===== config.mk =====
export PLATFORM = sky130hd
export DESIGN_NAME = ips_sequencer
export DESIGN_NICKNAME = d
export VERILOG_FILES = /design/src/inc/ips_pkg.sv /design/src/core/ips_decode.sv /design/src/core/ips_sequencer.sv
export SDC_FILE = /design/constraint.sdc
export NUM_CORES = 1
export LEC_CHECK = 0
export ABC_AREA = 1
export BUFFER_PORTS_ARGS = -buffer_cell sky130_fd_sc_hd__buf_2
export CAP_MARGIN = 0
export CORE_MARGIN = 8
export CORE_UTILIZATION = 49
export CTS_BUF_LIST = sky130_fd_sc_hd__clkbuf_16
export DETAILED_ROUTE_END_ITERATION = 16
export GPL_TIMING_DRIVEN = 1
export HOLD_SLACK_MARGIN = 0.06
export PLACE_DENSITY = 0.79
export SLEW_MARGIN = 20
export SYNTH_ARGS = -nofsm -noshare
export SYNTH_HDL_FRONTEND = slang
export SYNTH_SLANG_ARGS = --single-unit

===== constraint.sdc =====
create_clock -name ref_clk -period 4 [get_ports ref_clk]
set_input_delay 0.8 -clock ref_clk [delete_from_list [all_inputs] [get_ports ref_clk]]
set_output_delay 0.8 -clock ref_clk [all_outputs]
set_load 0.03 [all_outputs]

===== src/inc/ips_pkg.sv =====
package ips_pkg;

    // widths of the word and of the largest memory's address
    localparam int DW = 16;
    localparam int AW = 14;

    // sector geometry: 512 words, nine in-sector address bits
    localparam int SECTOR_WORDS = 512;
    localparam int SECTOR_BITS  = $clog2(SECTOR_WORDS);

    // special locations
    localparam logic [13:0] FILL_LO  = 14'h0001;  // octal 00001
    localparam logic [13:0] FILL_HI  = 14'h000F;  // octal 00017
    localparam logic [13:0] PF_VEC   = 14'h0030;  // octal 00060
    localparam logic [13:0] INT_LINK = 14'h0033;  // octal 00063

    // memory reference operation codes used by the sequencer
    localparam logic [3:0] OP_NONMR = 4'h0;  // not a memory reference class
    localparam logic [3:0] OP_JUMP  = 4'h1;
    localparam logic [3:0] OP_STORE = 4'h4;

    // apb register byte offsets
    localparam logic [11:0] REG_CTRL   = 12'h000;
    localparam logic [11:0] REG_CMD    = 12'h004;
    localparam logic [11:0] REG_PC     = 12'h008;
    localparam logic [11:0] REG_PADDR  = 12'h00C;
    localparam logic [11:0] REG_PDATA  = 12'h010;
    localparam logic [11:0] REG_STATUS = 12'h014;
    localparam logic [11:0] REG_INSTR  = 12'h018;
    localparam logic [11:0] REG_OPLOC  = 12'h01C;

    // control register bit positions
    localparam int CTL_RUN    = 0;
    localparam int CTL_STEP   = 1;
    localparam int CTL_PERMIT = 2;
    localparam int CTL_PANEL  = 3;
    localparam logic [3:0] CTRL_RST = 4'h0;

    // command register bit positions (write-only pulses)
    localparam int CMD_START = 0;
    localparam int CMD_HALT  = 1;
    localparam int CMD_PRD   = 2;
    localparam int CMD_PWR   = 3;
    localparam int CMD_PINC  = 4;

    typedef enum logic [2:0] {
        PH_HALT, PH_FETCH, PH_IND, PH_OPER, PH_BREAK, PH_PANEL
    } ips_phase_t;

    // every view of an instruction word at once
    typedef struct packed {
        logic        ind;
        logic        idx;
        logic [3:0]  mr_op;
        logic        sector;
        logic [8:0]  off;
        logic [15:0] gen_op;
        logic [5:0]  io_op;
        logic [3:0]  io_fn;
        logic [5:0]  io_dev;
        logic [9:0]  sh_op;
        logic [5:0]  sh_cnt;
        logic        mem_ref;
    } ips_dec_t;

    typedef struct packed {
        logic        sign;
        logic [14:0] mag;
    } ips_dword_t;

    typedef struct packed {
        logic        req;
        logic        we;
        logic [13:0] addr;
        logic [15:0] wdata;
    } ips_mem_t;

endpackage : ips_pkg


===== src/core/ips_decode.sv =====
module ips_decode (
    // instruction and context
    input  logic [15:0]         instr,
    input  logic [13:0]         pc,
    input  logic [15:0]         xr,
    input  logic [15:0]         word,
    // decoded views
    output ips_pkg::ips_dec_t   dec,
    output logic [13:0]         prov_addr,
    output logic [13:0]         eff_addr,
    output logic [13:0]         ind_addr,
    output ips_pkg::ips_dword_t sp_word,
    output ips_pkg::ips_dword_t lo_word
);
    import ips_pkg::*;

    logic [15:0] idx_sum;
    logic [15:0] ind_sum;

    // field split, bit 1 being the msb
    always_comb begin
        dec.ind     = instr[15];
        dec.idx     = instr[14];
        dec.mr_op   = instr[13:10];
        dec.sector  = instr[9];
        dec.off     = instr[8:0];
        dec.gen_op  = instr;
        dec.io_op   = instr[15:10];
        dec.io_fn   = instr[9:6];
        dec.io_dev  = instr[5:0];
        dec.sh_op   = instr[15:6];
        dec.sh_cnt  = ~instr[5:0] + 6'h01;
        dec.mem_ref = instr[13:10] != OP_NONMR;
    end

    // sector zero or current sector from the counter's upper five bits
    assign prov_addr = {instr[9] ? pc[13:SECTOR_BITS] : 5'h00, instr[8:0]};

    // full 16-bit index add, carry above the 14 address bits dropped
    assign idx_sum  = {2'h0, prov_addr} + xr;
    assign eff_addr = instr[14] ? idx_sum[13:0] : prov_addr;

    // indirect word: flag, tag, then a 14-bit address
    assign ind_sum  = {2'h0, word[13:0]} + xr;
    assign ind_addr = word[14] ? ind_sum[13:0] : word[13:0];

    // single word and high word share a layout; low word has sign forced off
    assign sp_word = {word[15], word[14:0]};
    assign lo_word = {1'b0, word[14:0]};

endmodule : ips_decode


===== src/core/ips_sequencer.sv =====
// The register addresses and register access over APB were chosen for this implementation.
module ips_sequencer (
    // clock and reset
    input  logic                ref_clk,
    input  logic                sys_rst,
    // apb slave
    input  logic                psel,
    input  logic                penable,
    input  logic                pwrite,
    input  logic [11:0]         paddr,
    input  logic [31:0]         pwdata,
    output logic [31:0]         prdata,
    output logic                pready,
    output logic                pslverr,
    // core memory
    output ips_pkg::ips_mem_t   mem_cmd,
    input  logic [15:0]         mem_rdata,
    input  logic                mem_ack,
    // datapath context
    input  logic [15:0]         index_reg,
    input  logic [15:0]         store_data,
    input  logic                shift_busy,
    // break and interrupt requests
    input  logic                clock_tick_break,
    input  logic                memory_increment_break,
    input  logic                multiplex_channel_break,
    input  logic                std_interrupt,
    input  logic                priority_interrupt,
    input  logic                power_fail_interrupt,
    // sequencer state out
    output ips_pkg::ips_phase_t phase,
    output ips_pkg::ips_dec_t   instr_fields,
    output ips_pkg::ips_dword_t operand_hi,
    output ips_pkg::ips_dword_t operand_lo,
    output logic [13:0]         operand_location,
    output logic                break_grant,
    output logic                int_taken
);
    import ips_pkg::*;

    ips_phase_t  phase_q;
    ips_phase_t  held_q;
    ips_phase_t  ret_q;
    ips_phase_t  seq_nxt;
    logic [13:0] pc_q;
    logic [15:0] ir_q;
    logic [13:0] loc_q;
    logic [15:0] opnd_q;
    logic [3:0]  ctrl_q;
    logic [13:0] paddr_q;
    logic [15:0] pdata_q;
    logic        pwr_q;
    logic        pinc_q;
    logic        int_q;
    logic [31:0] prdata_q;

    ips_dec_t    dec;
    ips_dword_t  sp_word;
    ips_dword_t  lo_word;
    logic [13:0] prov_addr;
    logic [13:0] eff_addr;
    logic [13:0] ind_addr;
    logic [15:0] cur_instr;

    logic        bus_wr;
    logic        bus_setup;
    logic        mapped;
    logic        start_c;
    logic        halt_c;
    logic        panel_go;
    logic        mem_phase;
    logic        done;
    logic        is_jump;
    logic        instr_end;
    logic        brk_any;
    logic        pf_take;
    logic        si_take;
    logic        in_fill;
    logic        want_we;

    // during fetch the word on the data lines is the new instruction
    assign cur_instr = (phase_q == PH_FETCH) ? mem_rdata : ir_q;

    ips_decode u_decode (
        .instr     (cur_instr),
        .pc        (pc_q),
        .xr        (index_reg),
        .word      (mem_rdata),
        .dec       (dec),
        .prov_addr (prov_addr),
        .eff_addr  (eff_addr),
        .ind_addr  (ind_addr),
        .sp_word   (sp_word),
        .lo_word   (lo_word)
    );

    // apb decode: zero wait states, unmapped offsets answer with an error
    assign bus_setup = psel && !penable;
    assign bus_wr    = psel && penable && pwrite;
    always_comb begin
        if (paddr == REG_CTRL || paddr == REG_CMD || paddr == REG_PC) begin
            mapped = 1'b1;
        end else if (paddr == REG_PADDR || paddr == REG_PDATA) begin
            mapped = 1'b1;
        end else if (paddr == REG_STATUS || paddr == REG_INSTR || paddr == REG_OPLOC) begin
            mapped = 1'b1;
        end else begin
            mapped = 1'b0;
        end
    end
    assign pready  = 1'b1;
    assign pslverr = psel && penable && !mapped;
    assign prdata  = prdata_q;

    // command pulses; panel access acts only while halted, start resumes only while halted but sets run in any phase
    assign start_c  = bus_wr && paddr == REG_CMD && pwdata[CMD_START];
    assign halt_c   = bus_wr && paddr == REG_CMD && pwdata[CMD_HALT];
    assign panel_go = bus_wr && paddr == REG_CMD && ctrl_q[CTL_PANEL]
                      && (pwdata[CMD_PRD] || pwdata[CMD_PWR]);

    // memory handshake: request stands until the acknowledge
    assign mem_phase = phase_q == PH_FETCH || phase_q == PH_IND
                       || phase_q == PH_OPER || phase_q == PH_PANEL;
    assign done      = mem_phase && mem_ack;
    assign is_jump   = dec.mr_op == OP_JUMP;

    // next phase from the instruction, the indirect word's flag and shift_busy, events not yet applied
    always_comb begin
        case (phase_q)
            PH_FETCH: begin
                if (!dec.mem_ref) begin
                    seq_nxt = PH_FETCH;
                end else if (dec.ind) begin
                    seq_nxt = PH_IND;
                end else if (is_jump) begin
                    seq_nxt = PH_FETCH;
                end else begin
                    seq_nxt = PH_OPER;
                end
            end
            PH_IND: begin
                if (mem_rdata[15]) begin
                    seq_nxt = PH_IND;
                end else if (is_jump) begin
                    seq_nxt = PH_FETCH;
                end else begin
                    seq_nxt = PH_OPER;
                end
            end
            PH_OPER: begin
                // extended operand phases are counted outside
                seq_nxt = shift_busy ? PH_OPER : PH_FETCH;
            end
            default: begin
                seq_nxt = PH_FETCH;
            end
        endcase
    end

    // events are looked at only when a phase completes
    assign instr_end = done && phase_q != PH_PANEL && seq_nxt == PH_FETCH;
    assign brk_any   = done && phase_q != PH_PANEL
                       && (multiplex_channel_break
                       || (instr_end && (clock_tick_break || memory_increment_break)));
    assign pf_take   = instr_end && !brk_any && power_fail_interrupt;
    assign si_take   = instr_end && !brk_any && !power_fail_interrupt
                       && ctrl_q[CTL_PERMIT]
                       && (std_interrupt || priority_interrupt);

    // phase register
    always_ff @(posedge ref_clk or posedge sys_rst) begin
        if (sys_rst) begin
            phase_q <= PH_HALT;
            held_q  <= PH_FETCH;
            ret_q   <= PH_FETCH;
        end else begin
            case (phase_q)
                PH_HALT: begin
                    if (start_c) begin
                        phase_q <= held_q;
                    end else if (panel_go) begin
                        phase_q <= PH_PANEL;
                    end
                end
                PH_BREAK: begin
                    phase_q <= ret_q;
                end
                PH_PANEL: begin
                    if (done) begin
                        phase_q <= PH_HALT;
                    end
                end
                default: begin
                    if (brk_any) begin
                        phase_q <= PH_BREAK;
                        ret_q   <= seq_nxt;
                    end else if (done && phase_q == PH_FETCH && ctrl_q[CTL_STEP]) begin
                        phase_q <= PH_HALT;
                        held_q  <= seq_nxt;
                    end else if (instr_end && !ctrl_q[CTL_RUN]) begin
                        phase_q <= PH_HALT;
                        held_q  <= PH_FETCH;
                    end else if (done) begin
                        phase_q <= seq_nxt;
                    end
                end
            endcase
        end
    end

    // instruction counter: a break leaves it alone, an interrupt loads it
    always_ff @(posedge ref_clk or posedge sys_rst) begin
        if (sys_rst) begin
            pc_q <= 14'h0000;
        end else begin
            if (done && phase_q == PH_FETCH) begin
                if (dec.mem_ref && !dec.ind && is_jump) begin
                    pc_q <= eff_addr;
                end else begin
                    pc_q <= pc_q + 14'h0001;
                end
            end
            if (done && phase_q == PH_IND && is_jump && !mem_rdata[15]) begin
                pc_q <= ind_addr;
            end
            if (pf_take) begin
                pc_q <= PF_VEC;
            end else if (si_take) begin
                pc_q <= INT_LINK;
            end
            if (bus_wr && paddr == REG_PC && phase_q == PH_HALT) begin
                pc_q <= pwdata[13:0];
            end
        end
    end

    // instruction and operand location, settled before the operand phase
    always_ff @(posedge ref_clk or posedge sys_rst) begin
        if (sys_rst) begin
            ir_q  <= 16'h0000;
            loc_q <= 14'h0000;
        end else if (done && phase_q == PH_FETCH) begin
            ir_q  <= mem_rdata;
            loc_q <= eff_addr;
        end else if (done && phase_q == PH_IND) begin
            loc_q <= ind_addr;
        end
    end

    // operand capture from each operand phase except a store
    always_ff @(posedge ref_clk or posedge sys_rst) begin
        if (sys_rst) begin
            opnd_q <= 16'h0000;
        end else if (done && phase_q == PH_OPER && dec.mr_op != OP_STORE) begin
            opnd_q <= mem_rdata;
        end
    end

    // control register; a software write of permit overrides the interrupt clear
    always_ff @(posedge ref_clk or posedge sys_rst) begin
        if (sys_rst) begin
            ctrl_q <= CTRL_RST;
        end else begin
            if (pf_take || si_take) begin
                ctrl_q[CTL_PERMIT] <= 1'b0;
            end
            if (halt_c) begin
                ctrl_q[CTL_RUN] <= 1'b0;
            end
            if (start_c) begin
                ctrl_q[CTL_RUN] <= 1'b1;
            end
            if (bus_wr && paddr == REG_CTRL) begin
                ctrl_q <= pwdata[3:0];
            end
        end
    end

    // panel access: address, data and mode of the pending cycle
    always_ff @(posedge ref_clk or posedge sys_rst) begin
        if (sys_rst) begin
            paddr_q <= 14'h0000;
            pdata_q <= 16'h0000;
            pwr_q   <= 1'b0;
            pinc_q  <= 1'b0;
        end else if (phase_q == PH_PANEL) begin
            if (done) begin
                if (!pwr_q) begin
                    pdata_q <= mem_rdata;
                end
                if (pinc_q) begin
                    paddr_q <= paddr_q + 14'h0001;
                end
            end
        end else if (bus_wr && paddr == REG_PADDR) begin
            paddr_q <= pwdata[13:0];
        end else if (bus_wr && paddr == REG_PDATA) begin
            pdata_q <= pwdata[15:0];
        end else if (panel_go && phase_q == PH_HALT) begin
            pwr_q  <= pwdata[CMD_PWR];
            pinc_q <= pwdata[CMD_PINC];
        end
    end

    // memory command; fill locations are shielded outside panel cycles
    assign in_fill = mem_cmd.addr >= FILL_LO && mem_cmd.addr <= FILL_HI;
    assign want_we = (phase_q == PH_OPER && dec.mr_op == OP_STORE)
                     || (phase_q == PH_PANEL && pwr_q);
    always_comb begin
        mem_cmd.req = mem_phase;
        case (phase_q)
            PH_FETCH: mem_cmd.addr = pc_q;
            PH_PANEL: mem_cmd.addr = paddr_q;
            default:  mem_cmd.addr = loc_q;
        endcase
        mem_cmd.we    = want_we && (phase_q == PH_PANEL || !in_fill);
        mem_cmd.wdata = (phase_q == PH_PANEL) ? pdata_q : store_data;
    end

    // interrupt acknowledge pulse
    always_ff @(posedge ref_clk or posedge sys_rst) begin
        if (sys_rst) begin
            int_q <= 1'b0;
        end else begin
            int_q <= pf_take || si_take;
        end
    end

    // read data latched in the setup cycle, stable through the access
    always_ff @(posedge ref_clk or posedge sys_rst) begin
        if (sys_rst) begin
            prdata_q <= 32'h0000_0000;
        end else if (bus_setup) begin
            if (paddr == REG_CTRL) begin
                prdata_q <= {28'h000_0000, ctrl_q};
            end else if (paddr == REG_PC) begin
                prdata_q <= {18'h0_0000, pc_q};
            end else if (paddr == REG_PADDR) begin
                prdata_q <= {18'h0_0000, paddr_q};
            end else if (paddr == REG_PDATA) begin
                prdata_q <= {16'h0000, pdata_q};
            end else if (paddr == REG_STATUS) begin
                prdata_q <= {26'h000_0000, held_q, phase_q};
            end else if (paddr == REG_INSTR) begin
                prdata_q <= {16'h0000, ir_q};
            end else if (paddr == REG_OPLOC) begin
                prdata_q <= {18'h0_0000, loc_q};
            end else begin
                prdata_q <= 32'h0000_0000;
            end
        end
    end

    assign phase            = phase_q;
    assign instr_fields     = dec;
    assign operand_hi       = {opnd_q[15], opnd_q[14:0]};
    assign operand_lo       = {1'b0, opnd_q[14:0]};
    assign operand_location = loc_q;
    assign break_grant      = phase_q == PH_BREAK;
    assign int_taken        = int_q;
endmodule : ips_sequencer


Yosys cells after proc, flatten, opt, wreduce, memory -nomap -nowiden
Cells that the tools add are included. W data, S select, Z words.

Flip-flop bits (word level): 138. Bits of input ports: 105. Logic and storage cells: 184.

Add/sub/neg operators: 5. Order comparisons: 2. Equal/unequal tests: 22. Multiplexer cells: 53. Bitwise operators: 6. Reductions and logical operators: 80.

Operators by type and width (number): $mux W14 (15); $mux W16 (13); $eq A12 B5 Y1 const B (4); $logic_and A1 B1 Y1 (39); $mux W3 (10); $add A14 B1 Y14 const B (2); $add A14 B14 Y14 (2); $pmux W14 S2 (1); $eq A12 B4 Y1 const B (2); $pmux W3 S3 (2); $logic_or A1 B1 Y1 (15); $ge A14 B1 Y1 const B (1); $le A14 B4 Y1 const B (1); $eq A12 B3 Y1 const B (1); $logic_not A12 Y1 (1); $mux W2 (5); $reduce_bool A2 Y1 (5); $reduce_and A3 Y1 (3); $logic_not A1 Y1 (8); $ne A2 B2 Y1 const B (4); $reduce_and A4 Y1 (2); $add A6 B1 Y6 const B (1); $eq A3 B1 Y1 const B (2); $eq A3 B2 Y1 const B (2); 16 further kinds (27).

Longest topological paths before layout
Depth after elaboration: 20. Mapped depth: 23.

By module
A second synthesis with hierarchy kept.

Cells, all modules: 1649. Area, all modules: 10699.0 µm².

By module, submodules not included: ips_sequencer (instances 1, cells an instance 1159, area each 7961.4 µm²); ips_decode (instances 1, cells an instance 490, area each 2737.6 µm²).

Worst setup path after synthesis
OpenSTA, ideal clock, no wires.

Path kind: register -> output. Start: register phase_q[1], in the netlist phase[1]. End: output mem_cmd[30] (netlist name). Arrival: 2943 ps. Required time: 3200 ps. Slack: 257 ps. Stages on the path, launching flop included: 10. Path buffers: 1. Cells stage by stage: dfrtp_1 inv_2 nand2_4 nor2_1 inv_1 clkbuf_1 nor2_1 a221oi_1 nor4_1 a32oi_1.

RTL lines: start: declaration (line ips_sequencer.sv:41) `ips_phase_t phase_q;`; start signal: assignment (line ips_sequencer.sv:180) `phase_q <= held_q;`; start signal: assignment (line ips_sequencer.sv:186) `phase_q <= ret_q;`; start signal: assignment (line ips_sequencer.sv:204) `phase_q <= seq_nxt;`; end: declaration (line ips_sequencer.sv:16) `output ips_pkg::ips_mem_t mem_cmd,`.

==> qor.yml <==
run_status:
  status: "completed"
routing:
  top_layer: "met5"
  met2WireLength_um: 17720
  wl_per_cell_um: 20.40
  m1WireLength_um: 16410
  drt_first_pass_iters: 6
  wirelength_um: 39860
  remaining_drc_errors: 0
  vias_per_cell: 5.681
  met3_length_um: 3800
  drtIter0Drc: 1425
  postRouteAntennaNets: 0
  vias: 11101
timing:
  rsz0062_at_grt: "false"
  fmax_ghz: 0.2597
  report.final.setup_viol: 0
  worstMarginPinSlew_ps: 991.6
  hold_viol_final: 0
  setup_slack_ps: 148.7
  min_period_ps: 3851
  setup_tns_ps: 0
  finalCritPeriodShare: 0.9628
  whs_ps: 461.9
  max_slew_margin: 0.3371
  slew_viol_final: 0
  finClkSkew_ps: 9.706
die:
  std_cell_rows: 52
  start_util: 0.4968
  ios: 287
  fp.dieW_um: 159.0
  core-area_mm2: 0.02017
  die-area_mm2: 0.02528
  die_y_um: 159.0
flow_run:
  cap_violations: 0
critical_path:
  slowest_delay_ps: 500
  crit_top_cell: "nor2_1"
  crit_buf_inv: 3
  cp.required_ps: 3200
  crit_family: "simple AND/OR/NAND/NOR gates"
  end_kind: "output port"
  critPathArrivalTime_ps: 3050
  worst-setup-path-type: "reg -> out"
  crit_path_top_delay_cell: "nor4_1"
  cp_num_cells: 9
  crit_path_start_kind: "register"
  path_cells: "inv_2 -> nand3_4 -> buf_4 -> nor2_1 -> nor3_1 -> nor4_1 -> nor2_1 -> a32oi_1 -> buf_2"
  crit_fanout: 23
  r2r_cells: 16
clock_tree:
  htree_levels: 4
  clockBufferDepth: 2
  clock_sinks: 120
  cts_buffers: 17
  cts_setup_buffers: 0
  clockRootBuffer: "clkbuf_16"
  postCtsHoldBufs: 0
  clock_latency_ps: 430
  clk_pin_slew_ps: 50
  cts_resized: 0
  cts_tree: "built"
global_routing:
  track_usage: 0.3064
  grt_pass1_vias: 10779
  grt_max_degree: 50
  antenna_found_initial: 1
  gr-total-overflow: 0
  grt_pass1_wl_um: 61400
placed_design:
  dp_slack_ps: 522.9
  io_buffers: 250
  dpl.hpwl_um: 31960
  gp_congestion: 1.037
cells_and_area:
  final_layout_size_suffix_gt1_frac: 0.2138
  antenna_cells: 0
  syn2layout_area_growth_pct: 15.58
  fin_nets: 1810
power:
  p_leak_uw: 0.006256
  p_per_area_mw_per_mm2: 932.7
  ir_drop_mv: 0.9297
  p_total_uw: 10800
synthesis:
  synth_top_family_by_area: "simple AND/OR/NAND/NOR gates"
  synth-xor-area-share: 0.01748
  syn_inst: 1488
  synth_compound_area_frac: 0.2079
  async_reset_ff_frac: 1.000
  synthFlopType: "dfrtp_1"
  synth_edf_count: 0
  netlist_top_cells_area: "dfrtp_1, nand2_1, o21ai_0"
  synth_commonest_cells: "nand2_1, inv_1, o21ai_0, dfrtp_1, nor2_1"
  synth_area_per_cell_um2: 6.734
  synth_top_area_cell: "dfrtp_1"
  synth_seq_area_share: 0.2999
  ys_ff_latch: 120
  yosysMostFrequentCell: "nand2_1"
  synth_top_area_frac: 0.2947
  synth_fa_ha_area_frac: 0.04020
  synthMuxAreaShare: 0.001124
  synth_simple_gate_area_share: 0.2794
  synth_cell_type_count: 60
  synth_area_mm2: 0.01002
  ys_warn_count: 0
hold_path:
  holdCritPathClass: "in -> async"
[cells by family after synthesis]
| kind of cell | Yosys count |
|---|---|
| AND/OR/NAND/NOR | 646 |
| AO/OA/AOI/OAI | 348 |
| buffers and inverters | 320 |
| flip-flops | 120 |
| adder cells (fa/ha/maj) | 31 |
| XOR/XNOR | 20 |
| other | 2 |
| multiplexers | 1 |
[worst reg2reg max path, cell delays in order, from the launching register on]
cell,delay [ps]
dfrtp_1,470
inv_2,180
nand3_4,300
o21ai_1,440
inv_1,170
ha_1,410
nand3_1,90
nand3_1,180
nand2_1,70
nand2_1,110
inv_1,60
or2_2,260
a31oi_1,280
nor2_1,80
o22ai_1,140
nor2_1,100
o21bai_4,140
[area by class of cell]
type                    count  area, µm²
clock buffers              17      425.4
clock inverters            12      88.84
fillers                  1994       8587
inverters                 198      745.7
multi-input cells        1064       5543
flip-flops and latches    120       3005
well taps                 270      337.8
repair buffers            273       1436
[cell usage in the layout (no fill, tap or decap), types with 7 or more instances in the layout]
| cell | Yosys | layout |
|---|---|---|
| nor2_1 | 110 | 109 |
| inv_2 | 8 | 9 |
| buf_2 | 6 | 250 |
| nor2_2 | 8 | 9 |
| o21ai_0 | 162 | 162 |
| ha_1 | 29 | 29 |
| o221ai_1 | 20 | 20 |
| o21ai_1 | 17 | 17 |
| nand2_1 | 363 | 363 |
| buf_4 | 79 | 22 |
| inv_1 | 187 | 185 |
| xor2_1 | 18 | 18 |
| o31ai_1 | 8 | 8 |
| dfrtp_1 | 118 | 118 |
| clkinv_2 | 0 | 8 |
| a31oi_1 | 10 | 10 |
| nor3_1 | 24 | 24 |
| o22ai_1 | 12 | 12 |
| nand2_2 | 8 | 8 |
| clkbuf_16 | 0 | 17 |
| a22oi_1 | 7 | 7 |
| o211ai_1 | 10 | 10 |
| nand3_1 | 86 | 86 |
| a21oi_1 | 62 | 62 |
| conb_1 | 2 | 18 |
| nand4_1 | 19 | 19 |
[report_power, final]
| part | leakage [µW] | switching (µW) | internal (µW) |
|---|---|---|---|
| Clock | 0.000257 | 572 | 828 |
| Combinational | 0.00449 | 5280 | 1960 |
| Sequential | 0.00151 | 460 | 1700 |
| Total | 0.00626 | 6310 | 4490 |
[state kept, by name (all words and copies together) (netlist names)]
register          cells
operand_hi           16
pdata_q              16
operand_location     14
pinc_q                1
ctrl_q                4
pc_q                 14
held_q                2
prdata               16
int_taken             1
pwr_q                 1
ir_q                 16
ret_q                 2
phase                 3
paddr_q              14
[metal layers]
metal	vias to the layer above	GRT usage
li1	5228	-
met3	113	0.07187
met5	-	0
met4	2	0.1591
met2	618	0.4804
met1	5140	0.3880
[worst paths after layout]
kind | start | endpoint | slack, ps
max in group asynchronous | sys_rst | operand_location[2] | 2740
min reg2reg | prdata[7] | prdata[7] | 480
max | phase[1] | mem_cmd[30] | 150
max reg2reg | phase[1] | pc_q[5] | 450
min in group ref_clk | prdata[7] | prdata[7] | 480
min | sys_rst | ir_q[15] | 460
[stage by stage]
| step | util | area (µm²) | cells |
|---|---|---|---|
| after floorplan | - | 10080 | 1504 |
| after global placement | 0.5488 | 11070 | 1925 |
| after detailed placement | 0.5488 | 11070 | 1925 |
| after CTS | 0.5743 | 11580 | 1954 |
| after global routing | 0.5743 | 11580 | 1954 |
| final | 0.5743 | 11580 | 1954 |
(Power assumes the default switching activity.)
